$ cat src/rtl/wcd_regs.vh
`ifndef WCD_REGS_VH
`define WCD_REGS_VH

// ---------------------------------------------------------------
// register byte offsets
// ---------------------------------------------------------------
`define WCD_OFS_CTRL      12'h000
`define WCD_OFS_INSTR     12'h004
`define WCD_OFS_ACC       12'h008
`define WCD_OFS_STATUS    12'h00c
`define WCD_OFS_WDOG      12'h010
`define WCD_OFS_FADDR     12'h014
`define WCD_OFS_FDATA     12'h018

// ---------------------------------------------------------------
// field positions
// ---------------------------------------------------------------
`define WCD_CTRL_WDOG_EN  0
`define WCD_ST_ZERO       0
`define WCD_ST_PD_N       1
`define WCD_ST_TO_N       2
`define WCD_ST_BAD_OP     3
`define WCD_WD_PRE_LSB    8

// ---------------------------------------------------------------
// opcode fields of the 14-bit program word
// ---------------------------------------------------------------
`define WCD_OP_WIDTH      14
`define WCD_OP_WDOG_CLR   14'h0064
`define WCD_OP_DEC_HI     6'h03
`define WCD_OP_HI_MSB     13
`define WCD_OP_HI_LSB     8
`define WCD_OP_DEST_BIT   7
`define WCD_OP_IDX_MSB    6

// ---------------------------------------------------------------
// reset values and constants
// ---------------------------------------------------------------
`define WCD_RST_ACC       8'h00
`define WCD_RST_FLAG_N    1'b1
`define WCD_WDOG_CLEAR    8'h00
`define WCD_DEC_STEP      8'h01
`define WCD_ZERO8         8'h00
`define WCD_SETTLE_CYC    2'h2

`endif

$ cat src/rtl/wcd_core.v
`timescale 1ns/1ps
`include "wcd_regs.vh"

// Operation
// RL1: watchdog clear op loads the watchdog counter with zero.
// RL2: watchdog clear op also clears the watchdog prescaler, same instruction.
// RL3: watchdog clear op sets timeout_flag_n and powerdown_flag_n; other flags untouched.
// RL4: opcode 00 0000 0110 0100 is the watchdog clear op, one word, one cycle.
// RL5: decrement takes a 7-bit register index 0..127 and a one-bit destination.
// RL6: decrement is upper bits 00 0011, then destination bit, then seven index bits.
// RL7: destination zero puts register minus one into the accumulator, register unchanged.
// RL8: destination one writes the decremented value back into the register.
// RL9: decrement updates the zero flag only, other flags unchanged.
// RL10: decrement wraps 0x00 to 0xff, zero flag on zero result, one cycle; here the result lands two edges after the issuing edge.
module wcd_core #(
    parameter PRE_W = 8,
    parameter IDX_W = 7
) (
    input  wire        pclk,
    input  wire        presetn,
    input  wire        ce,
    input  wire        psel,
    input  wire        penable,
    input  wire        pwrite,
    input  wire [11:0] paddr,
    input  wire [31:0] pwdata,
    output reg  [31:0] prdata,
    output wire        pready,
    output wire        pslverr,
    output wire [7:0]  watchdog_counter,
    output wire        timeout_flag_n,
    output wire        powerdown_flag_n,
    output wire        zero_flag,
    output reg         wdog_timeout
);

    // ---------------------------------------------------------------
    // state and registers
    // ---------------------------------------------------------------
    localparam ST_IDLE = 2'b00;
    localparam ST_READ = 2'b01;
    localparam ST_EXEC = 2'b10;

    reg  [1:0]       state_r;
    reg  [1:0]       state_nxt;
    reg              wdog_en_r;
    reg  [7:0]       acc_r;
    reg              zero_r;
    reg              pd_n_r;
    reg              to_n_r;
    reg              bad_op_r;
    reg  [7:0]       wdog_r;
    reg  [PRE_W-1:0] pre_r;
    reg  [IDX_W-1:0] faddr_r;
    reg  [IDX_W-1:0] dec_idx_r;
    reg              dec_dest_r;
    reg              rd_wait_r;
    reg  [1:0]       settle_r;

    wire [7:0]       mem_rdata;
    wire [7:0]       dec_res;
    wire             dec_zero;
    wire             mem_we;
    wire [IDX_W-1:0] mem_waddr;
    wire [7:0]       mem_wdata;
    wire [IDX_W-1:0] mem_raddr;
    wire             pre_wrap;
    wire             wdog_timeout_nxt;

    // ---------------------------------------------------------------
    // bus decode
    // ---------------------------------------------------------------
    wire sel_ctrl   = (paddr == `WCD_OFS_CTRL);
    wire sel_instr  = (paddr == `WCD_OFS_INSTR);
    wire sel_acc    = (paddr == `WCD_OFS_ACC);
    wire sel_status = (paddr == `WCD_OFS_STATUS);
    wire sel_wdog   = (paddr == `WCD_OFS_WDOG);
    wire sel_faddr  = (paddr == `WCD_OFS_FADDR);
    wire sel_fdata  = (paddr == `WCD_OFS_FDATA);
    wire sel_any    = sel_ctrl | sel_instr | sel_acc | sel_status |
                      sel_wdog | sel_faddr | sel_fdata;

    // a read of the file array waits one cycle for the registered memory
    wire fd_read    = psel & penable & ~pwrite & sel_fdata;

    // every access stalls while a decrement is in flight and for two
    // settle cycles after it, so the registered read data and the array
    // read port both show the result before pready rises
    assign pready   = ce & (state_r == ST_IDLE) & (settle_r == 2'h0) &
                      (~fd_read | rd_wait_r);
    assign pslverr  = ~sel_any;

    wire acc_phase  = psel & penable & pready;
    wire wr_en      = acc_phase & pwrite & sel_any;

    // ---------------------------------------------------------------
    // instruction decode
    // ---------------------------------------------------------------
    wire [`WCD_OP_WIDTH-1:0] opcode = pwdata[`WCD_OP_WIDTH-1:0];
    wire op_wdog_clr = (opcode == `WCD_OP_WDOG_CLR);                   // RL4
    wire op_dec      = (opcode[`WCD_OP_HI_MSB:`WCD_OP_HI_LSB]
                        == `WCD_OP_DEC_HI);                            // RL6
    wire issue       = wr_en & sel_instr;
    wire do_clr      = issue & op_wdog_clr;
    wire do_dec      = issue & op_dec;
    wire do_bad      = issue & ~op_wdog_clr & ~op_dec;

    // ---------------------------------------------------------------
    // decrement datapath
    // ---------------------------------------------------------------
    // 8-bit subtraction wraps 0x00 to 0xff on its own
    assign dec_res  = mem_rdata - `WCD_DEC_STEP;                       // RL10
    assign dec_zero = (dec_res == `WCD_ZERO8);                         // RL10
    wire   exec     = ce & (state_r == ST_EXEC);

    // array write: the decrement owns the port in its execute cycle,
    // software writes cannot collide since the bus is stalled then
    assign mem_we    = (exec & dec_dest_r) |
                       (wr_en & sel_fdata);                            // RL8
    assign mem_waddr = exec ? dec_idx_r : faddr_r;
    assign mem_wdata = exec ? dec_res : pwdata[7:0];
    assign mem_raddr = (state_r == ST_IDLE) ? faddr_r : dec_idx_r;

    wcd_file_mem #(
        .AW (IDX_W),
        .DW (8)
    ) u_mem (
        .pclk  (pclk),
        .ce    (ce),
        .we    (mem_we),
        .waddr (mem_waddr),
        .wdata (mem_wdata),
        .raddr (mem_raddr),
        .rdata (mem_rdata)
    );

    // ---------------------------------------------------------------
    // execution sequencer
    // ---------------------------------------------------------------
    // fetch operand, then execute; the array read latency is the
    // only reason the decrement spans more than the issuing edge
    always @*
    begin
        state_nxt = state_r;
        case (state_r)
            ST_IDLE:
            begin
                if (do_dec)
                    state_nxt = ST_READ;
            end
            ST_READ:
                state_nxt = ST_EXEC;
            ST_EXEC:
                state_nxt = ST_IDLE;
            default:
                state_nxt = ST_IDLE;
        endcase
    end

    always @(posedge pclk or negedge presetn)
    begin
        if (!presetn)
        begin
            state_r    <= ST_IDLE;
            dec_idx_r  <= {IDX_W{1'b0}};
            dec_dest_r <= 1'b0;
            rd_wait_r  <= 1'b0;
            settle_r   <= 2'h0;
        end
        else if (ce)
        begin
            state_r   <= state_nxt;
            rd_wait_r <= fd_read & ~rd_wait_r;
            // without the settle time a read would return pre-decrement data
            if (exec)
                settle_r <= `WCD_SETTLE_CYC;
            else if (settle_r != 2'h0)
                settle_r <= settle_r - 2'h1;
            if (do_dec)
            begin
                dec_idx_r  <= opcode[`WCD_OP_IDX_MSB:0];               // RL5
                dec_dest_r <= opcode[`WCD_OP_DEST_BIT];                // RL5
            end
        end
    end

    // ---------------------------------------------------------------
    // accumulator and status flags
    // ---------------------------------------------------------------
    always @(posedge pclk or negedge presetn)
    begin
        if (!presetn)
        begin
            acc_r    <= `WCD_RST_ACC;
            zero_r   <= 1'b0;
            pd_n_r   <= `WCD_RST_FLAG_N;
            to_n_r   <= `WCD_RST_FLAG_N;
            bad_op_r <= 1'b0;
            wdog_en_r <= 1'b0;
            faddr_r  <= {IDX_W{1'b0}};
        end
        else if (ce)
        begin
            if (wr_en & sel_ctrl)
                wdog_en_r <= pwdata[`WCD_CTRL_WDOG_EN];
            if (wr_en & sel_faddr)
                faddr_r <= pwdata[IDX_W-1:0];
            if (wr_en & sel_acc)
                acc_r <= pwdata[7:0];
            if (exec & ~dec_dest_r)
                acc_r <= dec_res;                                      // RL7
            if (wr_en & sel_status)
            begin
                zero_r <= pwdata[`WCD_ST_ZERO];
                pd_n_r <= pwdata[`WCD_ST_PD_N];
                to_n_r <= pwdata[`WCD_ST_TO_N];
            end
            if (exec)
                zero_r <= dec_zero;                                    // RL9
            // a timeout drops the flag unless the same edge clears the dog
            if (wdog_timeout_nxt)
                to_n_r <= 1'b0;
            if (do_clr)
            begin
                to_n_r <= 1'b1;                                        // RL3
                pd_n_r <= 1'b1;                                        // RL3
            end
            // sticky unknown-opcode flag; a new bad opcode beats the clear
            if (wr_en & sel_status & ~pwdata[`WCD_ST_BAD_OP])
                bad_op_r <= 1'b0;
            if (do_bad)
                bad_op_r <= 1'b1;
        end
    end

    // ---------------------------------------------------------------
    // watchdog counter and prescaler
    // ---------------------------------------------------------------
    assign pre_wrap         = (pre_r == {PRE_W{1'b1}});
    assign wdog_timeout_nxt = wdog_en_r & pre_wrap & (wdog_r == 8'hff) & ~do_clr;

    always @(posedge pclk or negedge presetn)
    begin
        if (!presetn)
        begin
            wdog_r       <= `WCD_WDOG_CLEAR;
            pre_r        <= {PRE_W{1'b0}};
            wdog_timeout <= 1'b0;
        end
        else if (ce)
        begin
            wdog_timeout <= wdog_timeout_nxt;
            if (do_clr)
            begin
                wdog_r <= `WCD_WDOG_CLEAR;                             // RL1
                pre_r  <= {PRE_W{1'b0}};                               // RL2
            end
            else if (wdog_en_r)
            begin
                pre_r <= pre_r + {{(PRE_W-1){1'b0}}, 1'b1};
                if (pre_wrap)
                    wdog_r <= wdog_r + 8'h01;
            end
        end
    end

    // ---------------------------------------------------------------
    // read data
    // ---------------------------------------------------------------
    // read data is registered on every selected read edge, one edge before the access edge samples it
    always @(posedge pclk or negedge presetn)
    begin
        if (!presetn)
            prdata <= 32'h0000_0000;
        else if (ce & psel & ~pwrite)
        begin
            prdata <= 32'h0000_0000;
            if (sel_ctrl)
                prdata[`WCD_CTRL_WDOG_EN] <= wdog_en_r;
            if (sel_acc)
                prdata[7:0] <= acc_r;
            if (sel_status)
            begin
                prdata[`WCD_ST_ZERO]   <= zero_r;
                prdata[`WCD_ST_PD_N]   <= pd_n_r;
                prdata[`WCD_ST_TO_N]   <= to_n_r;
                prdata[`WCD_ST_BAD_OP] <= bad_op_r;
            end
            if (sel_wdog)
            begin
                prdata[7:0] <= wdog_r;
                prdata[`WCD_WD_PRE_LSB+PRE_W-1:`WCD_WD_PRE_LSB] <= pre_r;
            end
            if (sel_faddr)
                prdata[IDX_W-1:0] <= faddr_r;
            if (sel_fdata)
                prdata[7:0] <= mem_rdata;
        end
    end

    assign watchdog_counter = wdog_r;
    assign timeout_flag_n   = to_n_r;
    assign powerdown_flag_n = pd_n_r;
    assign zero_flag        = zero_r;

endmodule // wcd_core

$ cat src/rtl/wcd_file_mem.v
`timescale 1ns/1ps

// ---------------------------------------------------------------
// file register array, one write port, registered read data
// ---------------------------------------------------------------
module wcd_file_mem #(
    parameter AW = 7,
    parameter DW = 8
) (
    input  wire          pclk,
    input  wire          ce,
    input  wire          we,
    input  wire [AW-1:0] waddr,
    input  wire [DW-1:0] wdata,
    input  wire [AW-1:0] raddr,
    output reg  [DW-1:0] rdata
);

    reg [DW-1:0] mem [0:(1<<AW)-1];

    // read every enabled cycle; data appear one edge after the address
    always @(posedge pclk)
    begin
        if (ce)
        begin
            if (we)
                mem[waddr] <= wdata;
            rdata <= mem[raddr];
        end
    end

endmodule // wcd_file_mem

$ cat config.mk
export PLATFORM = sky130hd
export DESIGN_NAME = wcd_core
export DESIGN_NICKNAME = d
export VERILOG_FILES = /design/src/rtl/wcd_core.v /design/src/rtl/wcd_file_mem.v
export VERILOG_INCLUDE_DIRS = /design/src /design/src/rtl
export SDC_FILE = /design/constraint.sdc
export NUM_CORES = 2
export LEC_CHECK = 0
export ABC_CLOCK_PERIOD_IN_PS = 8100
export BUFFER_PORTS_ARGS = -buffer_cell sky130_fd_sc_hd__buf_2
export CAP_MARGIN = 20
export CORE_MARGIN = 2
export CORE_UTILIZATION = 50
export DETAILED_ROUTE_END_ITERATION = 10
export PLACE_DENSITY = 0.7
export SYNTH_ARGS = -nofsm -noshare
export SYNTH_HDL_FRONTEND = slang
export SYNTH_SLANG_ARGS = --single-unit
$ cat constraint.sdc
create_clock -name pclk -period 8.1 [get_ports pclk]
set_input_delay 1.215 -clock pclk [delete_from_list [all_inputs] [get_ports pclk]]
set_output_delay 1.215 -clock pclk [all_outputs]
set_load 0.02 [all_outputs]
==> flow_summary_export.csv <==
group,metric,value,unit
timing,finalHoldViolations,0,
global_route,track_usage,24.1,%
yosys,ys_types,68,
global_route,overflow,0,
global_route,grt_pass1_vias,27000,
timing,tightest_slew,1.22,ns
yosys,synth_ff_type,"edfxtp_1",
worst_setup_path,arrival,5.84,ns
timing,finalMaxSlewViolations,0,
power_and_ir_drop,p_total,11.2,mW
power_and_ir_drop,switchingPower,2.22,mW
timing,rsz0062_at_grt,"false",
yosys,synth_seq_cells,1098,
power_and_ir_drop,vdd_drop_max,0.000154,V
global_route,antenna_found_initial,0,
worst_setup_path,r2r_cells,9,
clock_tree,postCtsSetupRepairBufs,0,
timing,fmax,189,MHz
yosys,yosysTopAreaCell,"edfxtp_1",
detailed_routing,ant_nets,0,
yosys,syn_area_per_cell,14.4,um2
floorplan,rows,110,
yosys,ys_seq_area_share,72.5,%
min_path,hp-start,"prdata[7]",
floorplan,io_pins,96,
yosys,synth.top_cell.area_share,68.8,%
clock_tree,h-tree-depth,3,
clock_tree,clock_latency,0.68,ns
run_status,status,"complete, no violations",
yosys,yosysMostFrequentCell,"edfxtp_1",
detailed_routing,drt-total-wl,114000,um
global_route,grt_pass1_wl,169000,um
power_and_ir_drop,power.internal,8.99,mW
timing,post-route-period-util,65.4,%
detailed_routing,drc,0,
min_path,hold_path.class,"flip-flop to flip-flop",
clock_tree,cts_root_buf,"clkbuf_16",
power_and_ir_drop,p_sw_share,19.8,%
yosys,syn-instance-count,3117,
floorplan,dieHeight,304,um
placement,hpwl,65400,um
detailed_routing,num_vias,28000,
timing,clock_skew,0.0250,ns
worst_setup_path,ff2ff_setup_slack,2.80,ns
clock_tree,cts_resized,0,
timing,whs,0.476,ns
floorplan,die_w,304,um
power_and_ir_drop,pwr-share-comb,1.7,%
clock_tree,cts_buffers,102,
floorplan,core,89600,um2
yosys,async_flop_share,6.01,%
yosys,ys_warn_count,0,
power_and_ir_drop,p_clk_share,42.7,%
timing,min_period,5.30,ns
clock_tree,path_clk_slew,0.06,ns
min_path,min_path_cells,2,
worst_setup_path,critPathLaunchType,"flip-flop",
layout,fin_area,49600,um2
power_and_ir_drop,p_seq_share,55.5,%
timing,fin_setup_tns,0,ns
layout,nets,3153,
layout,syn_to_final_growth,10.1,%
worst_setup_path,cp_max_fo,117,
yosys,yosys-top-cells-count,"1,032 x edfxtp_1, 327 x and3_1, 320 x a211oi_1, 297 x nand2_1, 172 x nor2_1",
detailed_routing,wl_per_cell,26.2,um
placement,io_buffer_count,61,
floorplan,die_area,92400,um2
layout,num_antenna_cells,0,
power_and_ir_drop,p_leak,15.8,nW
clock_tree,ctsHoldBuffers,0,
floorplan,start_util,50.2,%
timing,final-setup-viol-count,0,
placement,dpl_cell_area,46200,um2
clock_tree,clkSinkCount,1098,
layout,drive_gt1_share,9.99,%
worst_setup_path,end_kind,"flip-flop",
detailed_routing,firstDrtPassIters,5,
timing,slew_headroom,18.2,%
power_and_ir_drop,power.density,226,nW/um2
job,drv_cap,0,
yosys,synth-edff-count,1032,
worst_setup_path,rr_endpoint,"u_mem.rdata[5]",
placement,globalplace.congestion,0.973,
detailed_routing,drtIter0Drc,3996,
global_route,grt_max_degree,128,
yosys,synthTopCellsByArea,"edfxtp_1 69%, a211oi_1 5.3%, and3_1 4.5%",
worst_setup_path,path_class,"flip-flop to flip-flop",
worst_setup_path,crit_required,8.64,ns
clock_tree,clockBufferDepth,3,
clock_tree,tritoncts,"built",
yosys,syn_area,45000,um2
worst_setup_path,r2r_start,"state_r[1]",
detailed_routing,viasPerCell,6.42,
min_path,hold_end,"prdata[7]",
==> critical path, stage by stage (launching register included) <==
cell	delay, ns
dfrtp_1	0.58
o21ai_4	0.21
buf_4	0.67
buf_4	0.85
and3_1	0.26
a211oi_1	0.05
nor4_1	0.69
o22ai_1	0.27
nor4_1	1.06
o311a_1	0.32
==> layout by cell type (no fill, tap or decap), types with 5 or more instances in the layout <==
cell type	netlist	routed
edfxtp_1	1032	1032
and3_1	327	327
a211oi_1	320	320
nand2_1	297	297
nor2_1	172	167
mux2i_1	104	103
clkbuf_16	0	102
a32oi_1	96	96
nor4_1	91	91
dfrtp_1	64	64
buf_2	93	62
a21oi_1	54	54
o21ai_0	54	47
o22ai_1	43	42
buf_4	33	36
nor3_1	29	29
nand3_1	24	23
clkinv_1	0	21
mux2_2	17	17
clkinv_2	0	17
conb_1	1	16
clkbuf_1	105	16
bufinv_16	0	13
o31ai_1	14	12
xor2_1	11	11
inv_1	10	10
nand3b_1	10	10
clkinvlp_4	0	9
nand2b_1	8	8
o21ai_4	1	8
o311a_1	8	8
xnor2_1	7	7
buf_12	0	7
nand4_1	6	6
nor2_4	0	5
o211ai_1	5	5
ha_1	5	5
==> per-layer routing <==
| metal | wire length [um] | GRT usage (%) |
|---|---|---|
| met4 | 4060 | 9.08 |
| met5 | 0 | 0 |
| met3 | 10200 | 3.70 |
| met1 | 45600 | 33.3 |
| met2 | 54100 | 39.0 |
==> state kept, by name (all words and copies together), names as in the netlist, 2 cells and up <==
register          cells
acc_r                 8
u_mem.rdata           8
faddr_r               7
dec_idx_r             7
prdata               16
state_r               2
settle_r              2
pre_r                 8
watchdog_counter      8
u_mem.mem          1024
==> power by group through the flow <==
stage	combinational, mW	clock [mW]	sequential [mW]
floorplan	0.0947	0	6.37
global placement	0.186	0	6.35
detailed placement	0.193	0	6.35
CTS	0.193	4.84	6.23
global route	0.210	5.06	6.23
finish	0.192	4.79	6.23
==> cells by family (layout without fill, tap and decap cells) <==
group	count (synthesis)	in the layout	share of synthesized area (%)
muxes	121	121	2.74
xor gates and xnor gates	18	18	0.350
AOI/OAI and AO/OA	623	623	10.1
DFF	1098	1098	72.5
other	1	16	0.00833
adders and majority gates	5	5	0.139
and+or+nand+nor	998	998	11.4
buffers and inverters	253	303	2.74
==> cell type report <==
| class | count | area (um2) |
|---|---|---|
| Tap cell | 1176 | 1470 |
| Clock buffer | 118 | 2610 |
| Fill cell | 6818 | 40000 |
| Sequential cell | 1098 | 32600 |
| Multi-Input combinational cell | 1781 | 11400 |
| Timing Repair Buffer | 105 | 721 |
| Inverter | 10 | 37.5 |
| Clock inverter | 70 | 742 |
==> worst max-delay path by stage <==
| stage | startpoint | to | depth (start not counted) |
|---|---|---|---|
| 6_report | state_r[1] | u_mem.rdata[5] | 9 |
| 5_1_grt | state_r[1] | u_mem.rdata[5] | 9 |
| 4_1_cts | state_r[1] | u_mem.rdata[6] | 9 |
| 3_5_place_dp | state_r[1] | u_mem.rdata[6] | 9 |
| 3_3_place_gp | state_r[1] | u_mem.rdata[6] | 9 |
| 2_1_floorplan | ce | u_mem.mem[0][0] | 4 |
==> stage by stage <==
| stage | setup WS (ns) | instances | utilization, % |
|---|---|---|---|
| floorplan | 0.173 | 3132 | - |
| global placement | 3.07 | 4168 | 51.6 |
| detailed placement | 3.00 | 4168 | 51.6 |
| CTS | 2.99 | 4356 | 55.3 |
| global route | 2.58 | 4358 | 55.3 |
| finish | 2.80 | 4358 | 55.3 |
Note: power is estimated with default switching activity, not from simulation.
